**config.mk**
```make
export PLATFORM = sky130hd
export DESIGN_NAME = smzbl_top
export DESIGN_NICKNAME = d
export VERILOG_FILES = /design/src/verilog/smzbl_pkg.sv /design/src/verilog/smzbl_order_if.sv /design/src/verilog/smzbl_order.sv /design/src/verilog/smzbl_top.sv
export SDC_FILE = /design/constraint.sdc
export NUM_CORES = 1
export LEC_CHECK = 0
export BUFFER_PORTS_ARGS = -buffer_cell sky130_fd_sc_hd__buf_2
export CELL_PAD_IN_SITES_DETAIL_PLACEMENT = 2
export CELL_PAD_IN_SITES_GLOBAL_PLACEMENT = 2
export CORE_AREA = 2 2 120 122
export CTS_BUF_LIST = sky130_fd_sc_hd__clkbuf_16
export DETAILED_ROUTE_END_ITERATION = 6
export DIE_AREA = 0 0 122 124
export GPL_ROUTABILITY_DRIVEN = 0
export PLACE_DENSITY_LB_ADDON = 0.1
export SYNTH_ARGS = -nofsm -noshare
export SYNTH_HDL_FRONTEND = slang
export SYNTH_SLANG_ARGS = --single-unit
```
**constraint.sdc**
```tcl
create_clock -name sys_clk_in -period 1.8 [get_ports sys_clk_in]
set_input_delay 0.36 -clock sys_clk_in [delete_from_list [all_inputs] [get_ports sys_clk_in]]
set_output_delay 0.36 -clock sys_clk_in [all_outputs]
set_load 0.02 [all_outputs]
```
**src/verilog/smzbl_pkg.sv**
```systemverilog
// Purpose: Shared constants and types for the base mode register block
// Assumes: 125 MHz command clock, APB register access
// Notes:   Latency and recovery tables map field codes to cycles
package smzbl_pkg;

  localparam int unsigned CLK_MHZ = 125;

  // APB map, byte addresses within the block
  localparam logic [11:0] ADDR_MODE = 12'h000;
  localparam logic [11:0] ADDR_STAT = 12'h004;

  // Base mode register layout
  localparam int unsigned MR_W      = 17;
  localparam logic [16:0] MR_RESET  = 17'h00000;
  localparam logic [16:0] MR_WMASK  = 17'h01F7B;
  localparam logic [16:0] DLLR_MASK = 17'h00100;
  localparam int unsigned BL_LSB    = 0;
  localparam int unsigned BL_MSB    = 1;
  localparam int unsigned BT_BIT    = 3;
  localparam int unsigned CL_LSB    = 4;
  localparam int unsigned CL_MSB    = 6;
  localparam int unsigned DLLR_BIT  = 8;
  localparam int unsigned WR_LSB    = 9;
  localparam int unsigned WR_MSB    = 11;
  localparam int unsigned PPD_BIT   = 12;

  // Burst length field codes
  localparam logic [1:0] BL_FIXED8 = 2'h0;
  localparam logic [1:0] BL_OTF    = 2'h1;
  localparam logic [1:0] BL_CHOP   = 2'h2;

  // Field code to cycles; zero marks a reserved code
  localparam logic [3:0] CL_CYC_TBL [0:7] =
    '{4'h0, 4'h5, 4'h6, 4'h7, 4'h8, 4'h9, 4'hA, 4'h0};
  localparam logic [3:0] WR_CYC_TBL [0:7] =
    '{4'h0, 4'h5, 4'h6, 4'h7, 4'h8, 4'hA, 4'hC, 4'h0};

  // Burst geometry
  localparam logic [2:0] LAST_BEAT = 3'h7;

  // Timing
  localparam logic [9:0]  LOCK_WAIT_CYC = 10'h200;
  localparam int unsigned SLOW_EXIT_NS  = 24;
  localparam int unsigned FAST_EXIT_NS  = 6;
  localparam logic [3:0]  SLOW_EXIT_CYC =
    4'((SLOW_EXIT_NS * CLK_MHZ + 999) / 1000);
  localparam logic [3:0]  FAST_EXIT_CYC =
    4'((FAST_EXIT_NS * CLK_MHZ + 999) / 1000);

  // Status register bits
  localparam int unsigned S_LOCKED = 0;
  localparam int unsigned S_EARLY  = 1;
  localparam int unsigned S_RESV   = 2;
  localparam int unsigned S_RECOV  = 3;
  localparam int unsigned S_PD     = 4;
  localparam int unsigned S_LOOP   = 5;
  localparam int unsigned S_EXIT   = 6;

  typedef enum logic [1:0] {
    SEQ_IDLE = 2'b00,
    SEQ_LAT  = 2'b01,
    SEQ_BEAT = 2'b10
  } smzbl_seq_t;

endpackage

```
**src/verilog/smzbl_order_if.sv**
```systemverilog
// Purpose: Carries a burst start, type and beat to the column orderer
// Assumes: Combinational answer
// Notes:   None
`timescale 1ns/1ns
`default_nettype none
interface smzbl_order_if;
  logic [2:0] start_col;
  logic       interleave;
  logic [2:0] beat;
  logic [2:0] col;
  modport requester (output start_col, output interleave,
                     output beat, input col);
  modport orderer   (input start_col, input interleave,
                     input beat, output col);
endinterface
`default_nettype wire

```
**src/verilog/smzbl_order.sv**
```systemverilog
// Purpose: Column of one read beat from start column and burst type
// Assumes: Beat index 0..7; chopped bursts only use beats 0..3
// Notes:   Beats 4..7 of a sequential burst land in the other nibble
`timescale 1ns/1ns
`default_nettype none
module smzbl_order
  import smzbl_pkg::*;
(
  smzbl_order_if.orderer ord
);
  wire [1:0] seq_low = ord.start_col[1:0] + ord.beat[1:0];
  wire [2:0] seq_col = {ord.start_col[2] ^ ord.beat[2], seq_low};
  wire [2:0] ilv_col = ord.start_col ^ ord.beat;
  // Interleaved is start XOR beat; sequential wraps in nibble
  assign ord.col = ord.interleave ? ilv_col : seq_col;
endmodule // smzbl_order
`default_nettype wire

```
**src/verilog/smzbl_top.sv**
```systemverilog
// Purpose: Base mode register, burst ordering, latency and loop control
// Assumes: APB slave, zero wait; commands sampled on sys_clk_in
// Notes:   Columns stand for data beats; dq_drive_out gates DQ and DQS
//
// Function
// - Burst type bit picks sequential or interleaved ordering.
// - Column order follows burst length, type, low start bits.
// - Only four-beat chopped and eight-beat bursts exist.
// - Reads start anywhere; writes start on block boundaries.
// - Eight-beat sequential read wraps nibble, then other nibble.
// - Eight-beat interleaved read column is start XOR beat.
// - Chopped sequential read: four wrapped beats, four idle slots.
// - Chopped interleaved read: start XOR beat, four idle slots.
// - Chopped write uses column bit 2 only, drops last four.
// - Eight-beat write stores columns 0 to 7 ascending.
// - Chopped bursts start internally when eight-beat ones do.
// - Loop restart bit starts a restart, then clears itself.
// - Write recovery field gives 5, 6, 7, 8, 10 or 12 cycles.
// - Bit zero stops loop in powerdown; slow exit time applies.
// - Bit one keeps loop running in powerdown; fast exit applies.
// - Read latency field gives whole 5 to 10 cycles.
// - Read at edge n, latency m: first beat at edge n+m.
// - On-the-fly mode: address bit 12 low chops, high is eight.
//
// The register offsets and register access over APB are this design's own decisions.
`timescale 1ns/1ns
`default_nettype none
module smzbl_top
  import smzbl_pkg::*;
(
  input  wire logic        sys_clk_in,
  input  wire logic        reset_n_in,
  input  wire logic        psel_in,
  input  wire logic        penable_in,
  input  wire logic        pwrite_in,
  input  wire logic [11:0] paddr_in,
  input  wire logic [31:0] pwdata_in,
  output logic      [31:0] prdata_out,
  output logic             pready_out,
  output logic             pslverr_out,
  input  wire logic        cke_in,
  input  wire logic        rd_cmd_in,
  input  wire logic        wr_cmd_in,
  input  wire logic [2:0]  col_addr_in,
  input  wire logic        burst_select_address_bit_in,
  output logic      [2:0]  rd_col_out,
  output logic             rd_beat_out,
  output logic             dq_drive_out,
  output logic      [2:0]  wr_col_out,
  output logic             wr_beat_out,
  output logic             loop_running_out
);

  logic [16:0] mr_ff;
  logic [31:0] prdata_ff;
  logic [9:0]  lock_cnt_ff;
  logic        locked_ff;
  logic        early_ff;
  logic        resv_ff;
  logic        pd_ff;
  logic [3:0]  exit_cnt_ff;
  smzbl_seq_t  rd_state_ff;
  smzbl_seq_t  nxt_rd_state;
  logic [3:0]  rd_wait_ff;
  logic [2:0]  rd_idx_ff;
  logic [2:0]  rd_start_ff;
  logic        rd_chop_ff;
  logic        rd_ilv_ff;
  logic [2:0]  rd_col_ff;
  logic        rd_valid_ff;
  logic        dq_oe_ff;
  smzbl_seq_t  wr_state_ff;
  logic [2:0]  wr_idx_ff;
  logic        wr_base_ff;
  logic        wr_chop_ff;
  logic [3:0]  wr_lat_ff;
  logic [3:0]  rec_cnt_ff;
  logic [2:0]  wr_col_ff;
  logic        wr_en_ff;
  logic [31:0] stat_word;

  // APB decode; zero wait so pready is constant
  wire apb_acc  = psel_in & penable_in;
  wire hit_mode = (paddr_in == ADDR_MODE);
  wire hit_stat = (paddr_in == ADDR_STAT);
  wire hit_any  = hit_mode | hit_stat;
  wire wr_mode  = apb_acc & pwrite_in & hit_mode;
  wire wr_stat  = apb_acc & pwrite_in & hit_stat;
  wire rd_setup = psel_in & ~penable_in & ~pwrite_in;
  assign pready_out  = 1'b1;
  assign pslverr_out = apb_acc & ~hit_any;

  // Mode fields
  wire [1:0] bl_mode = mr_ff[BL_MSB:BL_LSB];
  wire       ilv_sel = mr_ff[BT_BIT];
  wire [3:0] cl_cyc  = CL_CYC_TBL[mr_ff[CL_MSB:CL_LSB]];
  wire [3:0] wr_cyc  = WR_CYC_TBL[mr_ff[WR_MSB:WR_LSB]];
  wire       restart = mr_ff[DLLR_BIT];
  // Code 11 falls back to eight beats: no third burst form
  wire       chop_sel = (bl_mode == BL_OTF) ?
                        ~burst_select_address_bit_in :
                        (bl_mode == BL_CHOP);

  // Reserved codes in a new mode word are flagged, not corrected
  wire [2:0] new_cl  = pwdata_in[CL_MSB:CL_LSB];
  wire [2:0] new_wr  = pwdata_in[WR_MSB:WR_LSB];
  wire       bad_new = wr_mode & ((CL_CYC_TBL[new_cl] == 4'h0) |
                                  (WR_CYC_TBL[new_wr] == 4'h0));

  // Reserved bits never store; restart bit lives one cycle only
  wire [16:0] nxt_mr = wr_mode ? (pwdata_in[16:0] & MR_WMASK)
                               : (mr_ff & ~DLLR_MASK);

  always_ff @(posedge sys_clk_in or negedge reset_n_in) begin
    if (!reset_n_in) begin
      mr_ff <= MR_RESET;
    end else begin
      mr_ff <= nxt_mr;
    end
  end

  // Loop lock wait; only cycles with clock enable high count
  wire       lock_run     = (lock_cnt_ff != 10'h000) & cke_in;
  wire [9:0] nxt_lock_cnt = restart  ? LOCK_WAIT_CYC :
                            lock_run ? lock_cnt_ff - 10'h001 :
                            lock_cnt_ff;
  wire       nxt_locked   = restart ? 1'b0 :
                            (lock_run & (lock_cnt_ff == 10'h001)) ? 1'b1 :
                            locked_ff;

  always_ff @(posedge sys_clk_in or negedge reset_n_in) begin
    if (!reset_n_in) begin
      lock_cnt_ff <= 10'h000;
      locked_ff   <= 1'b0;
    end else begin
      lock_cnt_ff <= nxt_lock_cnt;
      locked_ff   <= nxt_locked;
    end
  end

  // Precharge powerdown: clock enable low with both sequencers idle
  wire seq_idle  = (rd_state_ff == SEQ_IDLE) & (wr_state_ff == SEQ_IDLE);
  wire pd_enter  = ~pd_ff & ~cke_in & seq_idle;
  wire pd_exit   = pd_ff & cke_in;
  wire nxt_pd    = pd_enter | (pd_ff & ~cke_in);
  wire loop_stop = pd_ff & ~mr_ff[PPD_BIT];
  wire [3:0] exit_load = loop_stop ? SLOW_EXIT_CYC :
                                     FAST_EXIT_CYC;
  wire [3:0] nxt_exit_cnt = pd_exit ? exit_load :
                            (exit_cnt_ff != 4'h0) ? exit_cnt_ff - 4'h1 :
                            exit_cnt_ff;
  wire cmd_ok = cke_in & ~pd_ff & (exit_cnt_ff == 4'h0);
  assign loop_running_out = locked_ff & ~loop_stop;

  always_ff @(posedge sys_clk_in or negedge reset_n_in) begin
    if (!reset_n_in) begin
      pd_ff       <= 1'b0;
      exit_cnt_ff <= 4'h0;
    end else begin
      pd_ff       <= nxt_pd;
      exit_cnt_ff <= nxt_exit_cnt;
    end
  end

  // Command acceptance; a read wins a same-cycle write
  wire rd_idle = (rd_state_ff == SEQ_IDLE);
  wire wr_idle = (wr_state_ff == SEQ_IDLE);
  wire rd_try  = rd_cmd_in & cmd_ok & rd_idle & wr_idle;
  wire wr_try  = wr_cmd_in & ~rd_cmd_in & cmd_ok & rd_idle & wr_idle;
  wire rd_go   = rd_try & (cl_cyc != 4'h0);
  wire wr_go   = wr_try & (wr_cyc != 4'h0);
  wire bad_cmd = (rd_try & ~rd_go) | (wr_try & ~wr_go);

  // Read sequencer
  wire rd_lat_end = (rd_state_ff == SEQ_LAT) & (rd_wait_ff == 4'h1);
  wire rd_more    = (rd_state_ff == SEQ_BEAT) & (rd_idx_ff != LAST_BEAT);
  wire rd_ld      = rd_lat_end | rd_more;
  wire [2:0] rd_nxt_idx = rd_lat_end ? 3'h0 : rd_idx_ff + 3'h1;
  // Chopped bursts still occupy eight slots; last four undriven
  wire rd_live    = rd_ld & (~rd_chop_ff | ~rd_nxt_idx[2]);

  always_comb begin
    nxt_rd_state = rd_state_ff;
    unique case (rd_state_ff)
      SEQ_IDLE: begin
        if (rd_go) begin
          nxt_rd_state = SEQ_LAT;
        end
      end
      SEQ_LAT: begin
        if (rd_lat_end) begin
          nxt_rd_state = SEQ_BEAT;
        end
      end
      SEQ_BEAT: begin
        if (!rd_more) begin
          nxt_rd_state = SEQ_IDLE;
        end
      end
      default: begin
        nxt_rd_state = SEQ_IDLE;
      end
    endcase
  end

  smzbl_order_if ord_if ();
  assign ord_if.start_col  = rd_start_ff;
  assign ord_if.interleave = rd_ilv_ff;
  assign ord_if.beat       = rd_nxt_idx;

  smzbl_order u_order (
    .ord (ord_if)
  );

  always_ff @(posedge sys_clk_in or negedge reset_n_in) begin
    if (!reset_n_in) begin
      rd_state_ff <= SEQ_IDLE;
      rd_wait_ff  <= 4'h0;
      rd_idx_ff   <= 3'h0;
      rd_start_ff <= 3'h0;
      rd_chop_ff  <= 1'b0;
      rd_ilv_ff   <= 1'b0;
    end else begin
      rd_state_ff <= nxt_rd_state;
      if (rd_go) begin
        rd_wait_ff  <= cl_cyc;
        rd_start_ff <= col_addr_in;
        rd_chop_ff  <= chop_sel;
        rd_ilv_ff   <= ilv_sel;
      end else if (rd_state_ff == SEQ_LAT) begin
        rd_wait_ff <= rd_wait_ff - 4'h1;
      end
      if (rd_ld) begin
        rd_idx_ff <= rd_nxt_idx;
      end
    end
  end

  // Registered beat outputs; columns hold after the burst
  always_ff @(posedge sys_clk_in or negedge reset_n_in) begin
    if (!reset_n_in) begin
      rd_col_ff   <= 3'h0;
      rd_valid_ff <= 1'b0;
      dq_oe_ff    <= 1'b0;
    end else begin
      rd_valid_ff <= rd_live;
      dq_oe_ff    <= rd_live;
      if (rd_ld) begin
        rd_col_ff <= ord_if.col;
      end
    end
  end
  assign rd_col_out   = rd_col_ff;
  assign rd_beat_out  = rd_valid_ff;
  assign dq_drive_out = dq_oe_ff;

  // Write sequencer: same slot count for both forms
  wire wr_more = (wr_state_ff == SEQ_BEAT) & (wr_idx_ff != LAST_BEAT);
  wire wr_ld   = wr_go | wr_more;
  wire wr_end  = (wr_state_ff == SEQ_BEAT) & ~wr_more;
  wire [2:0] wr_nxt_idx = wr_go ? 3'h0 : wr_idx_ff + 3'h1;
  wire       wr_nchop   = wr_go ? chop_sel : wr_chop_ff;
  wire       wr_nbase   = wr_go ? col_addr_in[2] : wr_base_ff;
  // Low start bits never reach the column; writes start aligned
  wire [2:0] wr_ncol    = wr_nchop ? {wr_nbase, wr_nxt_idx[1:0]}
                                   : wr_nxt_idx;
  wire       wr_live    = wr_ld & (~wr_nchop | ~wr_nxt_idx[2]);
  wire [3:0] nxt_rec    = wr_end ? wr_lat_ff :
                          (rec_cnt_ff != 4'h0) ? rec_cnt_ff - 4'h1 :
                          rec_cnt_ff;

  always_ff @(posedge sys_clk_in or negedge reset_n_in) begin
    if (!reset_n_in) begin
      wr_state_ff <= SEQ_IDLE;
      wr_idx_ff   <= 3'h0;
      wr_base_ff  <= 1'b0;
      wr_chop_ff  <= 1'b0;
      wr_lat_ff   <= 4'h0;
    end else begin
      if (wr_go) begin
        wr_state_ff <= SEQ_BEAT;
        wr_base_ff  <= col_addr_in[2];
        wr_chop_ff  <= chop_sel;
        wr_lat_ff   <= wr_cyc;
      end else if (wr_end) begin
        wr_state_ff <= SEQ_IDLE;
      end
      if (wr_ld) begin
        wr_idx_ff <= wr_nxt_idx;
      end
    end
  end

  always_ff @(posedge sys_clk_in or negedge reset_n_in) begin
    if (!reset_n_in) begin
      wr_col_ff  <= 3'h0;
      wr_en_ff   <= 1'b0;
      rec_cnt_ff <= 4'h0;
    end else begin
      wr_en_ff   <= wr_live;
      rec_cnt_ff <= nxt_rec;
      if (wr_ld) begin
        wr_col_ff <= wr_ncol;
      end
    end
  end
  assign wr_col_out  = wr_col_ff;
  assign wr_beat_out = wr_en_ff;

  // Sticky flags; a set in the clearing cycle survives
  wire early_set = rd_go & ~locked_ff;
  wire early_clr = wr_stat & pwdata_in[S_EARLY];
  wire resv_set  = bad_new | bad_cmd;
  wire resv_clr  = wr_stat & pwdata_in[S_RESV];

  always_ff @(posedge sys_clk_in or negedge reset_n_in) begin
    if (!reset_n_in) begin
      early_ff <= 1'b0;
      resv_ff  <= 1'b0;
    end else begin
      early_ff <= early_set | (early_ff & ~early_clr);
      resv_ff  <= resv_set | (resv_ff & ~resv_clr);
    end
  end

  always_comb begin
    stat_word           = 32'h0000_0000;
    stat_word[S_LOCKED] = locked_ff;
    stat_word[S_EARLY]  = early_ff;
    stat_word[S_RESV]   = resv_ff;
    stat_word[S_RECOV]  = (rec_cnt_ff != 4'h0);
    stat_word[S_PD]     = pd_ff;
    stat_word[S_LOOP]   = loop_running_out;
    stat_word[S_EXIT]   = (exit_cnt_ff != 4'h0);
  end

  // Read data captured in setup, stable through access
  wire [31:0] rd_word = hit_mode ? {15'h0000, mr_ff} :
                        hit_stat ? stat_word : 32'h0000_0000;
  always_ff @(posedge sys_clk_in or negedge reset_n_in) begin
    if (!reset_n_in) begin
      prdata_ff <= 32'h0000_0000;
    end else if (rd_setup) begin
      prdata_ff <= rd_word;
    end
  end
  assign prdata_out = prdata_ff;

  // Checking helpers
  logic [3:0] rd_age_ff;
  logic [3:0] rd_lat_ff;
  always_ff @(posedge sys_clk_in or negedge reset_n_in) begin
    if (!reset_n_in) begin
      rd_age_ff <= 4'h0;
      rd_lat_ff <= 4'h0;
    end else if (rd_go) begin
      rd_age_ff <= 4'h0;
      rd_lat_ff <= cl_cyc;
    end else if (rd_age_ff != 4'hF) begin
      rd_age_ff <= rd_age_ff + 4'h1;
    end
  end
endmodule // smzbl_top
`default_nettype wire
```
==> flow_metrics.tcl <==
set metrics [dict create \
    worstPathArrival_ns 1.99 \
    async_reset_ff_share_pct 100 \
    synth_common_cells "dfrtp_1, nand2_1, nor2_1, buf_4, mux2_2" \
    ant_nets 0 \
    ys_ff_latch 75 \
    hold_class "in2reg" \
    ys_types 59 \
    ys_seq_area_share_pct 46.3 \
    gr-usage-met1_pct 20.1 \
    setup_viol 0 \
    ys.flop_type "dfrtp_1" \
    initial_utilization_pct 29.6 \
    rsz0062_at_grt "yes" \
    clk_latency_ns 0.34 \
    grt.met3_usage_pct 4.08 \
    grt_pass1_vias 3564 \
    hold_viol 0 \
    synth-edff-count 0 \
    io_pins 100 \
    viasPerCell 4.79 \
    setup_tns_ns 0 \
    gr-total-overflow 0 \
    die_x_um 122 \
    groute.usage.overall_pct 16.3 \
    design.core.area_mm2 0.0137 \
    first_pass_iters 4 \
    dieArea_mm2 0.0151 \
    synth_top_cell_area_share_pct 46.3 \
    synth.most_common_cell "dfrtp_1" \
    status "finished, final reports clean" \
    synth_top_area_cell "dfrtp_1" \
    final.setup_skew_ns 0.00988 \
    fmax_mhz 567 \
    syn_to_final_growth_pct 31.3 \
    cts_buffers 9 \
    grt_max_degree 50 \
    syn_inst 401 \
    use_met2_pct 27.8 \
    cp-start-kind "flip-flop" \
    ys_warn_count 0 \
    grt_pass1_wl_um 18800 \
    crit_path_end_kind "flip-flop" \
    finalWirelength_um 11600 \
    maxCapViolCount 0 \
    worstSetupPathType "reg2reg" \
    cts.reportedPaths.clkPinSlew_ns 0.06 \
    finalNonFillerCells 690 \
    post-route-period-util_pct 98.0 \
    worstPathMaxFanout 5 \
    hpwl_um 8570 \
    cts_buffer_depth 2 \
    drive_above_1_share_pct 37.1 \
    cts_tree "yes" \
    port_buffers 58 \
    nets 574 \
    p_leak_uw 0.00250 \
    cts_sinks 75 \
    drc_errors 0 \
    layout_min_cycle_time_ns 1.76 \
    required_ns 2.03 \
    h-tree-depth 3 \
    wl_per_cell_um 16.9 \
    rows 43 \
    n_antenna_cell 0 \
    slew_viol_final 0 \
    peakVddDrop_mv 0.476 \
    max_slew_margin_pct 64.6 \
    worst_slew_pin_slew_ns 0.531 \
    p_per_area_mw_per_mm2 1070 \
    die_y_um 124 \
    busiest_layer "met2" \
    design_area_mm2 0.00533 \
    initialDrtViolationCount 76 \
    vias 3307 \
    antenna_found_initial 0 \
    ys_top_cells_by_area "dfrtp_1, mux2_2, buf_4, ha_1, mux2i_1" \
    syn_avg_cell_area_um2 10.1 \
    netlist_area_mm2 0.00406 \
    holdWs_ns 0.248 \
    placed_cell_area_mm2 0.00477 \
    dpl.cell_count 661 \
    root_buffer "clkbuf_16" \
]
## logic make-up (layout without fill, tap and decap cells)
group	Yosys count	after routing	synth area share [%]
AND/OR/NAND/NOR	145	145	19.8
flip-flops	75	75	46.3
AO/OA/AOI/OAI	68	68	11.3
buffers and inverters	55	145	7.59
multiplexers	33	33	8.70
adder cells (fa/ha/maj)	13	13	4.01
XOR/XNOR	10	10	2.16
other	2	21	0.185
## placed cells by master (no fill, tap or decap), drive strengths merged, types with 4 or more instances in the layout
| master | instances |
|---|---|
| conb | 21 |
| a21oi | 15 |
| nand2b | 5 |
| ha | 13 |
| nand3 | 13 |
| clkbuf | 9 |
| nand2 | 39 |
| and3 | 5 |
| buf | 112 |
| nor2b | 4 |
| or3b | 4 |
| inv | 17 |
| mux2i | 15 |
| nor3b | 5 |
| nor3 | 13 |
| dfrtp | 75 |
| or3 | 6 |
| mux2 | 18 |
| o31ai | 11 |
| o22ai | 4 |
| nor2 | 33 |
| xnor2 | 8 |
| a22oi | 4 |
| o21ai | 12 |
## sequential cells by signal, summed over array words and instances, names as in the netlist, 2 cells and up
name	flops
prdata_out	12
lock_cnt_ff	10
rd_wait_ff	4
rd_col_out	3
wr_lat_ff	4
rec_cnt_ff	4
ord_if.start_col	3
mr_ff	11
exit_cnt_ff	4
rd_idx_ff	3
wr_idx_ff	3
rd_state_ff	2
## critical path, stage by stage, from the launching register on
cell     delay [ns]
dfrtp_1        0.39
inv_2          0.08
ha_4           0.13
nor3b_4        0.17
buf_6          0.16
nand4_4        0.13
nor2_4         0.23
mux2_2         0.36
## area by class of cell
cell class / instances / area, um^2
clock buffers: 9 / 225
clock inverters: 7 / 108
fillers: 1490 / 8390
inverters: 16 / 60.1
multi-input cells: 290 / 2090
flip-flops and latches: 75 / 1880
well taps: 180 / 225
repair buffers: 113 / 741
## metrics by stage
| step | setup slack (ns) | total power [uW] | util, % |
|---|---|---|---|
| after floorplan | -0.0893 | 2890 | - |
| after global placement | -0.107 | 3340 | 34.8 |
| after detailed placement | -0.170 | 3440 | 34.8 |
| after CTS | -0.0126 | 5680 | 37.9 |
| after global routing | -0.0798 | 6040 | 38.8 |
| final | 0.0366 | 5680 | 38.8 |
## repair_timing
item,4_1_cts,5_1_grt
hold buffers,1,0
endpoints found under the hold margin,6,0
setup buffers,8,4
resized for setup,10,21
pin swaps,7,5
endpoints found under the setup margin,24,31
## final timing paths
kind / cells past startpoint / end / start / slack (ns)
worst max register to register: 7 / ord_if.start_col[0]$_DFFE_PN0P_ / exit_cnt_ff[0]$_DFFE_PN0P_ / 0.04
worst min-delay path: 3 / mr_ff[8]$_DFF_PN0_ / pwdata_in[8] / 0.25
min in group asynchronous: 2 / exit_cnt_ff[0]$_DFFE_PN0P_ / reset_n_in / 0.39
worst min register to register: 2 / prdata_out[10]$_DFFE_PN0P_ / prdata_out[10]$_DFFE_PN0P_ / 0.49
max in group asynchronous: 3 / rd_state_ff[0]$_DFFE_PN0P_ / reset_n_in / 0.90
worst max-delay path: 7 / ord_if.start_col[0]$_DFFE_PN0P_ / exit_cnt_ff[0]$_DFFE_PN0P_ / 0.04
## power breakdown
part | leakage [uW] | internal, uW | switching, uW
registers | 0.000933 | 1900 | 207
logic | 0.00139 | 776 | 741
clock network | 0.000168 | 1340 | 716
total | 0.00250 | 4020 | 1660
## routing by layer
layer | vias to the layer above | share of wire [%] | routed length (um)
li1 | 1576 | - | -
met1 | 1655 | 45 | 5280
met2 | 63 | 49 | 5760
met3 | 13 | 3.9 | 457
met4 | 0 | 1.3 | 150
met5 | - | 0 | 0
Note: power is estimated with default switching activity, not from simulation.
